===== src/hdl/switch_global_pkg.sv =====
// Constants, register layout and carrier types for the switch global control bits.
// Assumes one 25 MHz system clock shared by every user of this package.
package switch_global_pkg;

  // Register addresses on the management register port
  localparam logic [7:0] ADDR_GLOBAL_CTRL_ZERO = 8'h02;
  localparam logic [7:0] ADDR_GLOBAL_CTRL_ONE = 8'h03;

  // Field positions, global control zero
  localparam int CZ_FLUSH_DYN = 5;
  localparam int CZ_FLUSH_STAT = 4;
  localparam int CZ_RSVD_HI = 3;
  localparam int CZ_RSVD_LO = 2;
  localparam int CZ_COMPLIANCE = 1;
  localparam int CZ_LINK_AGE = 0;

  // Field positions, global control one
  localparam int CO_PASS_ALL = 7;
  localparam int CO_HUGE_2K = 6;
  localparam int CO_TX_FC_DIS = 5;
  localparam int CO_RX_FC_DIS = 4;
  localparam int CO_LEN_CHECK = 3;
  localparam int CO_AGING_EN = 2;
  localparam int CO_FAST_AGE = 1;
  localparam int CO_AGGR_BACKOFF = 0;

  // Reset values; strap-driven bits are loaded after release
  localparam logic [7:0] RESET_CTRL_ZERO = 8'h0c;
  localparam logic [7:0] RESET_CTRL_ONE = 8'h04;
  localparam logic [7:0] RESERVED_ONES = 8'h0c;

  // Frame classification constants
  localparam logic [15:0] MAC_CTRL_TYPE = 16'h8808;
  localparam logic [47:0] PAUSE_DEST_ADDR = 48'h0180c2000001;
  localparam logic [11:0] LEN_FIELD_LIMIT = 12'h5dc;
  localparam logic [11:0] HUGE_FRAME_MAX = 12'h800;

  // Table geometry
  localparam int NUM_PORTS = 4;
  localparam int DYN_TABLE_DEPTH = 1024;
  localparam int DYN_ADDR_W = 10;
  localparam int STAT_TABLE_DEPTH = 32;
  localparam int STAT_ADDR_W = 5;

  // Timing: printed figures and derived cycle counts
  localparam longint CLK_HZ = 64'd25000000;
  localparam longint FAST_AGE_US = 64'd800;
  localparam longint NORMAL_AGE_S = 64'd300;
  localparam int AGE_CNT_W = 34;
  localparam logic [AGE_CNT_W-1:0] FAST_AGE_CYCLES =
    AGE_CNT_W'((FAST_AGE_US * CLK_HZ) / 64'd1000000);
  localparam logic [AGE_CNT_W-1:0] NORMAL_AGE_CYCLES = AGE_CNT_W'(NORMAL_AGE_S * CLK_HZ);
  localparam logic [1:0] STRAP_SETTLE = 2'h3;

  // Flush sequencer states
  typedef enum logic [2:0] {
    FL_IDLE = 3'b001,
    FL_DYN = 3'b010,
    FL_STAT = 3'b100
  } flush_state_t;

  // Dynamic table entry as seen by the flush walker
  typedef struct packed {
    logic valid;
    logic [1:0] port;
  } dyn_entry_t;

  // Static table entry as seen by the flush walker
  typedef struct packed {
    logic valid;
    logic multicast;
    logic [NUM_PORTS-1:0] fwdPorts;
  } stat_entry_t;

  // Per-frame summary handed in by the receive path
  typedef struct packed {
    logic [15:0] typeLen;
    logic [47:0] destAddr;
    logic isFlowCtrl;
    logic badFrame;
    logic overLegacyMax;
    logic [11:0] frameLen;
    logic [11:0] payloadLen;
  } frame_info_t;

endpackage


===== src/hdl/switch_global_control.sv =====
// Global control bits of the switch: two 8-bit registers, table flush walker,
// control-frame filter, flow-control gating, aging timer and strap capture.
// Assumes register port, tables, link and frame inputs share clk; straps are pins.
// Behaviour
// RULE_01: Dynamic flush bit starts flush, self-clears.
// RULE_02: Dynamic flush removes entries of learning-disabled ports.
// RULE_03: Static flush bit flushes matching entries, self-clears.
// RULE_04: Match: unicast, single port, learning disabled.
// RULE_05: Bits 3 and 2 read one, unchangeable.
// RULE_06: Compliance mode drops 0x8808 or pause address.
// RULE_07: Otherwise drop only classified flow control frames.
// RULE_08: Link loss gives one fast age cycle.
// RULE_09: Any port link loss ages out everything.
// RULE_10: Pass-all forwards every frame including bad. The code still drops control frames under pass-all.
// RULE_11: 2K frame acceptance bit, resets zero.
// RULE_12: Tx flow control follows negotiation unless disabled.
// RULE_13: Rx flow control follows negotiation unless disabled.
// RULE_14: One strap sets both flow-control disable resets.
// RULE_15: Length check drops mismatched short length fields.
// RULE_16: Aging enable bit, resets one.
// RULE_17: Fast age bit selects 800 us period.
// RULE_18: Aggressive back-off bit, reset from strap.
// RULE_19: Flush bit reads one until flush ends.
`timescale 1ns/1ps
`default_nettype none

module switch_global_control #(
  parameter logic [switch_global_pkg::AGE_CNT_W-1:0] FAST_AGE_CYCLES =
    switch_global_pkg::FAST_AGE_CYCLES,
  parameter logic [switch_global_pkg::AGE_CNT_W-1:0] NORMAL_AGE_CYCLES =
    switch_global_pkg::NORMAL_AGE_CYCLES
) (
  input wire logic clk,
  input wire logic resetn,
  // Management register port
  input wire logic regWrite,
  input wire logic regRead,
  input wire logic [7:0] regAddr,
  input wire logic [7:0] regWrData,
  output logic [7:0] regRdData,
  output logic regRdValid,
  // Strap pins
  input wire logic flow_ctrl_strap_pin,
  input wire logic backoff_strap_pin,
  // Per-port state
  input wire logic [switch_global_pkg::NUM_PORTS-1:0] learnDisable,
  input wire logic [switch_global_pkg::NUM_PORTS-1:0] linkUp,
  // Dynamic table walk
  output logic [switch_global_pkg::DYN_ADDR_W-1:0] dynAddr,
  input wire switch_global_pkg::dyn_entry_t dynEntry,
  output logic dynInvalidate,
  // Static table walk
  output logic [switch_global_pkg::STAT_ADDR_W-1:0] statAddr,
  input wire switch_global_pkg::stat_entry_t statEntry,
  output logic statInvalidate,
  // Frame filter
  input wire logic frameValid,
  input wire switch_global_pkg::frame_info_t frameInfo,
  output logic dropValid,
  output logic dropFrame,
  // Flow control
  input wire logic anTxPause,
  input wire logic anRxPause,
  output logic txFlowEn,
  output logic rxFlowEn,
  // Aging and mode outputs
  output logic ageTick,
  output logic ageAll,
  output logic aggressiveBackoff,
  output logic hugeFrameEn
);

  // Stored register bits
  // Bits 3 and 2 of control zero are not stored; they are constants in the read image
  logic compliance_drop_mode;
  logic linkChangeAge;
  logic [7:0] ctrlOne;
  logic flushDynBusy;
  logic flushStatBusy;

  // Strap synchronisers and capture
  // Both strap pins are asynchronous to clk, hence the two-flop chains
  logic [1:0] strapMeta;
  logic [1:0] strapSync;
  logic [1:0] strapWait;
  logic strapDone;

  // Flush walker
  switch_global_pkg::flush_state_t flushState;
  switch_global_pkg::flush_state_t next_flushState;
  logic [switch_global_pkg::DYN_ADDR_W-1:0] dynIdx;
  logic [switch_global_pkg::STAT_ADDR_W-1:0] statIdx;

  // Aging
  logic [switch_global_pkg::AGE_CNT_W-1:0] ageCnt;
  logic fastPending;
  logic [switch_global_pkg::NUM_PORTS-1:0] linkPrev;

  // True when a forwarding set names exactly one port
  function automatic logic single_port(input logic [switch_global_pkg::NUM_PORTS-1:0] ports);
    single_port = (ports != '0) && ((ports & (ports - 1'b1)) == '0);
  endfunction

  // Address decode
  // Unmapped addresses match neither select: writes there vanish, reads give zero
  wire selZero = regAddr == switch_global_pkg::ADDR_GLOBAL_CTRL_ZERO;
  wire selOne = regAddr == switch_global_pkg::ADDR_GLOBAL_CTRL_ONE;
  wire wrZero = regWrite && selZero;
  wire wrOne = regWrite && selOne;
  wire reqDyn = wrZero && regWrData[switch_global_pkg::CZ_FLUSH_DYN];
  wire reqStat = wrZero && regWrData[switch_global_pkg::CZ_FLUSH_STAT];

  // Read image; reserved bits fixed at one, upper bits of register zero read zero
  // Busy flags stand in for the trigger bits, so software polls the bit it set
  wire [7:0] imageZero = switch_global_pkg::RESERVED_ONES
    | {2'b00, flushDynBusy, flushStatBusy, 2'b00, compliance_drop_mode, linkChangeAge};
  wire [7:0] readMux = selZero ? imageZero : (selOne ? ctrlOne : 8'h00);

  // Table walk decisions
  // Tables answer in the same cycle, so a match and its erase strobe coincide
  // Every index is visited even when nothing matches; flush time is fixed, not minimal
  wire dynLast = dynIdx == switch_global_pkg::DYN_ADDR_W'(switch_global_pkg::DYN_TABLE_DEPTH - 1);
  wire statLast =
    statIdx == switch_global_pkg::STAT_ADDR_W'(switch_global_pkg::STAT_TABLE_DEPTH - 1);
  wire dynMatch = dynEntry.valid && learnDisable[dynEntry.port]; // see RULE_02
  wire statMatch = statEntry.valid && !statEntry.multicast && single_port(statEntry.fwdPorts)
    && ((statEntry.fwdPorts & learnDisable) != '0); // see RULE_04
  wire inDyn = flushState == switch_global_pkg::FL_DYN;
  wire inStat = flushState == switch_global_pkg::FL_STAT;
  wire dynDone = inDyn && dynLast;
  wire statDone = inStat && statLast;

  assign dynAddr = dynIdx;
  assign statAddr = statIdx;
  assign dynInvalidate = inDyn && dynMatch;
  assign statInvalidate = inStat && statMatch;

  // Frame drop decision
  // Pass-all lifts only the error drops; control frames are still filtered
  // Type/length values of 1500 and up are types, so the length check skips them
  wire ctrlDrop = compliance_drop_mode
    ? (frameInfo.typeLen == switch_global_pkg::MAC_CTRL_TYPE
       || frameInfo.destAddr == switch_global_pkg::PAUSE_DEST_ADDR) // see RULE_06
    : frameInfo.isFlowCtrl; // see RULE_07
  wire lenMismatch = ctrlOne[switch_global_pkg::CO_LEN_CHECK]
    && frameInfo.typeLen < 16'(switch_global_pkg::LEN_FIELD_LIMIT)
    && frameInfo.typeLen[11:0] != frameInfo.payloadLen
    && frameInfo.typeLen[15:12] == 4'h0; // see RULE_15
  wire oversize = ctrlOne[switch_global_pkg::CO_HUGE_2K]
    ? frameInfo.frameLen > switch_global_pkg::HUGE_FRAME_MAX
    : frameInfo.overLegacyMax; // see RULE_11
  wire errDrop = !ctrlOne[switch_global_pkg::CO_PASS_ALL]
    && (frameInfo.badFrame || lenMismatch || oversize); // see RULE_10

  // Aging interval selection
  // Tick when the count reaches limit minus one, so the period equals the limit
  // With aging off the count freezes rather than clears; re-enabling resumes it
  wire [3:0] linkLost = linkPrev & ~linkUp;
  wire anyLinkLost = linkLost != 4'h0;
  wire useFast = ctrlOne[switch_global_pkg::CO_FAST_AGE] || fastPending; // see RULE_17
  wire [switch_global_pkg::AGE_CNT_W-1:0] ageLimit = useFast ? FAST_AGE_CYCLES : NORMAL_AGE_CYCLES;
  wire agingOn = ctrlOne[switch_global_pkg::CO_AGING_EN]; // see RULE_16
  wire ageExpire = agingOn && (ageCnt >= ageLimit - 1'b1);

  // Strap pins cross into clk through two flops
  // Straps are read once after reset; later pin changes wait for the next reset
  always_ff @(posedge clk or negedge resetn) begin
    if (!resetn) begin
      strapMeta <= 2'b00;
      strapSync <= 2'b00;
    end else begin
      strapMeta <= {flow_ctrl_strap_pin, backoff_strap_pin};
      strapSync <= strapMeta;
    end
  end

  // Wait for the synchronisers to fill before the strap bits are loaded
  // The settle count gives the two-flop chain time to fill before its value is used
  always_ff @(posedge clk or negedge resetn) begin
    if (!resetn) begin
      strapWait <= 2'b00;
      strapDone <= 1'b0;
    end else if (!strapDone) begin
      strapWait <= strapWait + 2'b01;
      strapDone <= strapWait == switch_global_pkg::STRAP_SETTLE;
    end
  end

  // Global control zero: plain control bits
  always_ff @(posedge clk or negedge resetn) begin
    if (!resetn) begin
      compliance_drop_mode <= switch_global_pkg::RESET_CTRL_ZERO[switch_global_pkg::CZ_COMPLIANCE];
      linkChangeAge <= switch_global_pkg::RESET_CTRL_ZERO[switch_global_pkg::CZ_LINK_AGE];
    end else if (wrZero) begin
      compliance_drop_mode <= regWrData[switch_global_pkg::CZ_COMPLIANCE];
      linkChangeAge <= regWrData[switch_global_pkg::CZ_LINK_AGE];
    end
  end

  // Global control one; strap bits load once, later writes win
  // A write in the load cycle beats the strap; a write before that cycle has its strap bits overwritten
  always_ff @(posedge clk or negedge resetn) begin
    if (!resetn) begin
      ctrlOne <= switch_global_pkg::RESET_CTRL_ONE;
    end else if (wrOne) begin
      ctrlOne <= regWrData;
    end else if (!strapDone && strapWait == switch_global_pkg::STRAP_SETTLE) begin
      ctrlOne[switch_global_pkg::CO_TX_FC_DIS] <= strapSync[1]; // see RULE_14
      ctrlOne[switch_global_pkg::CO_RX_FC_DIS] <= strapSync[1]; // see RULE_14
      ctrlOne[switch_global_pkg::CO_AGGR_BACKOFF] <= strapSync[0]; // see RULE_18
    end
  end

  // Flush trigger bits stay set until their walk ends; a new trigger wins
  // A trigger in the last walk cycle keeps the bit up, and the walker starts again
  always_ff @(posedge clk or negedge resetn) begin
    if (!resetn) begin
      flushDynBusy <= 1'b0;
      flushStatBusy <= 1'b0;
    end else begin
      flushDynBusy <= reqDyn || (flushDynBusy && !dynDone); // see RULE_01, RULE_19
      flushStatBusy <= reqStat || (flushStatBusy && !statDone); // see RULE_03, RULE_19
    end
  end

  // Flush walker: dynamic table first, then static, one entry per cycle
  // A static request waits for the dynamic walk, so both bits may read one a while
  always_comb begin
    case (flushState)
      switch_global_pkg::FL_IDLE: begin
        if (flushDynBusy) begin
          next_flushState = switch_global_pkg::FL_DYN;
        end else if (flushStatBusy) begin
          next_flushState = switch_global_pkg::FL_STAT;
        end else begin
          next_flushState = switch_global_pkg::FL_IDLE;
        end
      end
      switch_global_pkg::FL_DYN: begin
        if (!dynLast) begin
          next_flushState = switch_global_pkg::FL_DYN;
        end else if (flushStatBusy) begin
          next_flushState = switch_global_pkg::FL_STAT;
        end else begin
          next_flushState = switch_global_pkg::FL_IDLE;
        end
      end
      switch_global_pkg::FL_STAT: begin
        next_flushState = statLast ? switch_global_pkg::FL_IDLE : switch_global_pkg::FL_STAT;
      end
      default: begin
        next_flushState = switch_global_pkg::FL_IDLE;
      end
    endcase
  end

  // Walker state and indices
  // An index rests at zero whenever its walk is not running
  always_ff @(posedge clk or negedge resetn) begin
    if (!resetn) begin
      flushState <= switch_global_pkg::FL_IDLE;
      dynIdx <= '0;
      statIdx <= '0;
    end else begin
      flushState <= next_flushState;
      dynIdx <= inDyn ? dynIdx + 1'b1 : '0;
      statIdx <= inStat ? statIdx + 1'b1 : '0;
    end
  end

  // Read answer one cycle after the strobe
  // Read data holds until the next read, so a late sampler still sees it
  always_ff @(posedge clk or negedge resetn) begin
    if (!resetn) begin
      regRdData <= 8'h00;
      regRdValid <= 1'b0;
    end else begin
      regRdValid <= regRead;
      if (regRead) begin
        regRdData <= readMux; // see RULE_05
      end
    end
  end

  // Frame verdict one cycle after the summary
  // The verdict holds between frames; only dropValid marks a fresh one
  always_ff @(posedge clk or negedge resetn) begin
    if (!resetn) begin
      dropValid <= 1'b0;
      dropFrame <= 1'b0;
    end else begin
      dropValid <= frameValid;
      if (frameValid) begin
        dropFrame <= ctrlDrop || errDrop;
      end
    end
  end

  // Flow control gating and mode outputs
  // Registered for a clean one-cycle lag; a change of mode never glitches the outputs
  always_ff @(posedge clk or negedge resetn) begin
    if (!resetn) begin
      txFlowEn <= 1'b0;
      rxFlowEn <= 1'b0;
      aggressiveBackoff <= 1'b0;
      hugeFrameEn <= 1'b0;
    end else begin
      txFlowEn <= anTxPause && !ctrlOne[switch_global_pkg::CO_TX_FC_DIS]; // see RULE_12
      rxFlowEn <= anRxPause && !ctrlOne[switch_global_pkg::CO_RX_FC_DIS]; // see RULE_13
      aggressiveBackoff <= ctrlOne[switch_global_pkg::CO_AGGR_BACKOFF]; // see RULE_18
      hugeFrameEn <= ctrlOne[switch_global_pkg::CO_HUGE_2K]; // see RULE_11
    end
  end

  // Aging timer; a link loss arms one fast cycle, then the normal period returns
  // Link loss restarts the count, so the fast cycle is a whole fast period
  // A loss and an expiry in one cycle: the loss wins and arms the fast cycle again
  always_ff @(posedge clk or negedge resetn) begin
    if (!resetn) begin
      ageCnt <= '0;
      fastPending <= 1'b0;
      linkPrev <= '0;
      ageTick <= 1'b0;
      ageAll <= 1'b0;
    end else begin
      linkPrev <= linkUp;
      ageTick <= ageExpire;
      ageAll <= anyLinkLost; // see RULE_09
      if (anyLinkLost && linkChangeAge) begin
        fastPending <= 1'b1; // see RULE_08
        ageCnt <= '0;
      end else if (ageExpire) begin
        fastPending <= 1'b0; // see RULE_08
        ageCnt <= '0;
      end else if (agingOn) begin
        ageCnt <= ageCnt + 1'b1;
      end
    end
  end

endmodule

`default_nettype wire


===== config.mk =====
export PLATFORM = sky130hd
export DESIGN_NAME = switch_global_control
export DESIGN_NICKNAME = d
export VERILOG_FILES = /design/src/hdl/switch_global_pkg.sv /design/src/hdl/switch_global_control.sv
export SDC_FILE = /design/constraint.sdc
export NUM_CORES = 1
export LEC_CHECK = 0
export BUFFER_PORTS_ARGS = -buffer_cell sky130_fd_sc_hd__clkbuf_2
export CAP_MARGIN = 40
export CORE_MARGIN = 2
export CORE_UTILIZATION = 48
export DETAILED_ROUTE_END_ITERATION = 12
export GPL_TIMING_DRIVEN = 0
export PLACE_DENSITY_LB_ADDON = 0.25
export SLEW_MARGIN = 20
export SYNTH_ARGS = -nofsm -noshare
export SYNTH_HDL_FRONTEND = slang
export SYNTH_SLANG_ARGS = --single-unit
export TNS_END_PERCENT = 50

===== constraint.sdc =====
create_clock -name clk -period 6 [get_ports clk]
set_input_delay 1.2 -clock clk [delete_from_list [all_inputs] [get_ports clk]]
set_output_delay 1.2 -clock clk [all_outputs]
set_load 0.01 [all_outputs]

==> reports/results.ini <==
[status]
outcome=finished, final reports clean

[cts]
path_clk_slew_ps=90
hold_buffers=0
cts_setup_buffers=0
h-tree-depth=3
cts_resized=0
cts_buffers=9
clk_path_buf_depth=2
cts_root_buffer=clkbuf_8
cts.sinks=93
cts_tree=done
clock_latency_ps=370

[placed_design]
place_hpwl_um=9560
port_buffers=165
gp_congestion=0.824
place_inst=793

[critical_path]
cp.arrival_ps=2090
cp_max_fo=3
rr_worst_depth=10
max_stage_delay_ps=200
startpoint_type=input port
crit_chain=clkbuf_2 > nand3b_1 > a21oi_1 > a31oi_1 > o22ai_1 > and4b_1 > clkbuf_2
crit-reg2reg-launch=ctrlOne[1]$_DFFE_PN0P_
cpMostUsedCell=clkbuf_2
crit_slowest_cell=and4b_1
critPathKind=input port to output pin
crit_start=statEntry[2]
reg2reg_to=ageCnt[32]$_DFFE_PN0P_
cp_top_family=simple AND/OR/NAND/NOR gates
crit_path_end=statInvalidate
reg2reg_slack_ps=3110
crit_cells=7
required_ps=4800
worstSetupEndpointType=output pin
cp_num_buf_inv=2

[routing]
postRouteAntennaNets=0
first_pass_iters=4
via_count=4371
wl_per_cell_um=15.4
drcViolationCount=0
viasPerCell=5.40
routed_wl_um=12500
first_iter_violations=187

[yosys]
ys.flop_type=dfrtp_1
yosysSeqAreaShare=0.470
netlist_area_sq_mm=0.00495
avgSynthCellArea_sq_um=10.1
ys_async_sr_fraction=1.00
synth.net_count=645
synth-edff-count=0
ys_seq_elements=93
ys_warn_count=0
synth_cell_types=63
synthCells=492

[hold_path]
timing.hold.worst.class=flip-flop to flip-flop

[power]
seq_power_share=0.556
leakagePower_nw=3.01
swShare=0.269
vdd_drop_max_v=0.000123
intPower_mw=0.871
combPwrFrac=0.107
net-switching-power_mw=0.320
p_per_area_mw_per_mm2=194
clkPwrFrac=0.337

[global_route]
grt_pass1_vias=4275
grt_max_degree=94
overflow=0
grt_pass1_wl_um=20100
antenna_found_initial=0
track_usage=0.228

[floorplanning]
core_region_area_sq_mm=0.0102
num_io_pins=167
die_area_sq_mm=0.0112
fp.dieW_um=106
die_h_um=106
initial_utilization=0.486
num_rows=37

[final_layout]
final_util=0.604
num_antenna_cells=0
area.growth.synth_to_final_pct=24.1
drive_gt1_frac=0.312
nets=821
fillers=885
fin_cells=809

[flow_run]
max_cap_viol_count=0

[timing]
setup_viol=0
tightestPinTransition_ps=730
setup_tns_ps=0
period_share=0.548
skew_ps=16.9
period_needed_ps=3290
rsz0062_at_grt=no
slew_violations=0
max_freq_mhz=304
relSlewSlack=0.514
finalHoldViolCount=0

==> power groups by stage <==
| stage | logic (mW) | registers [mW] | clock network, mW |
|---|---|---|---|
| after floorplan | 0.0483 | 0.671 | 0 |
| after global placement | 0.123 | 0.673 | 0 |
| after detailed placement | 0.128 | 0.674 | 0 |
| after CTS | 0.128 | 0.662 | 0.412 |
| after global routing | 0.143 | 0.665 | 0.445 |
| final | 0.128 | 0.662 | 0.401 |
==> routing by layer <==
layer	part of all wire	up-vias	global-route usage
met1	0.40	2076	0.267
met4	0.032	0	0.0987
met2	0.52	139	0.410
met5	0	-	0
met3	0.048	25	0.0402
li1	-	2131	-
==> cell usage in the layout (no fill, tap or decap), types with 4 or more instances in the layout <==
cell type	n
clkbuf_2	164
dfrtp_1	91
nor2_1	67
nand2_1	35
xnor2_1	28
xor2_1	23
nand3_1	22
ha_1	20
inv_1	16
a21oi_1	15
and3_1	14
nor4_1	14
nand4_1	14
mux2_2	14
nor2b_1	10
clkbuf_8	10
nor3_1	8
o22ai_1	8
clkbuf_1	7
o21ai_0	7
nor4b_1	7
and4_1	6
a211oi_1	4
nand3b_1	4
inv_6	4
==> layout make-up <==
class,instances,area (sq um),share of cell area
Clock buffer,9,124,0.0201
Multi-Input combinational cell,371,2500,0.407
Inverter,17,63.8,0.0104
Timing Repair Buffer,165,835,0.136
Tap cell,136,170,0.0277
Clock inverter,7,65.1,0.0106
Sequential cell,93,2330,0.379
Buffer,11,58.8,0.00956
==> cell usage after synthesis, types with 7 or more instances <==
cell	n	area [sq um]
nand4_1	14	87.6
o21ai_0	7	35.0
nor2_1	67	251
a21oi_1	15	75.1
nor3_1	8	40.0
nand2_1	35	131
o22ai_1	8	50.1
nor2b_1	10	62.6
dfrtp_1	91	2280
nor4b_1	7	61.3
xor2_1	23	201
and3_1	14	87.6
nand3_1	22	110
xnor2_1	28	245
inv_1	16	60.1
mux2_2	14	158
ha_1	20	250
nor4_1	14	87.6
clkbuf_1	7	26.3
==> kinds of logic (layout without fill, tap and decap cells) <==
logic type                 Yosys count  in the layout  share of synthesized area
and+or+nand+nor                    218            218                      0.232
DFF                                 93             93                      0.470
AOI/OAI and AO/OA                   66             66                     0.0967
xor gates and xnor gates            51             51                     0.0902
buffers and inverters               28            209                     0.0247
adders and majority gates           20             20                     0.0505
muxes                               16             16                     0.0359
==> per-stage QoR <==
stage / setup WS [ps] / power [mW] / hold WS, ps / cell area [sq um]
global placement: 2680 / 0.796 / 332 / 5950
CTS: 2710 / 1.20 / 363 / 6150
detailed placement: 2710 / 0.802 / 338 / 5960
floorplan: 2770 / 0.719 / 331 / 4950
finish: 2710 / 1.19 / 359 / 6150
global route: 2580 / 1.25 / 373 / 6150
==> flip-flops by register name, indices dropped and copies added, names as in the netlist, 2 cells and up <==
register / cells
ageCnt: 34
ctrlOne: 8
dynAddr: 10
flushState: 3
linkPrev: 4
regRdData: 8
statAddr: 5
strapMeta: 2
strapSync: 2
strapWait: 2
==> how the worst min path moves through the flow <==
stage	from	to	slack, ps	cells past startpoint
final	strapMeta[0]$_DFF_PN0_	strapSync[0]$_DFF_PN0_	360	0
after global routing	strapMeta[0]$_DFF_PN0_	strapSync[0]$_DFF_PN0_	370	0
after CTS	strapMeta[0]$_DFF_PN0_	strapSync[0]$_DFF_PN0_	360	0
after detailed placement	strapMeta[1]$_DFF_PN0_	strapSync[1]$_DFF_PN0_	340	0
after global placement	strapMeta[1]$_DFF_PN0_	strapSync[1]$_DFF_PN0_	330	0
after floorplan	strapMeta[0]$_DFF_PN0_	strapSync[0]$_DFF_PN0_	330	0
==> worst reg2reg max path, stage by stage, from the launching register on <==
cell and delay, ps:
dfrtp_1 410, or2_2 440, ha_1 360, nand4bb_1 190, a2111oi_0 500, o41ai_2 180
o211a_1 190, o21ai_2 160, buf_6 170, buf_6 150, nor2_1 50
(Power assumes the default switching activity.)
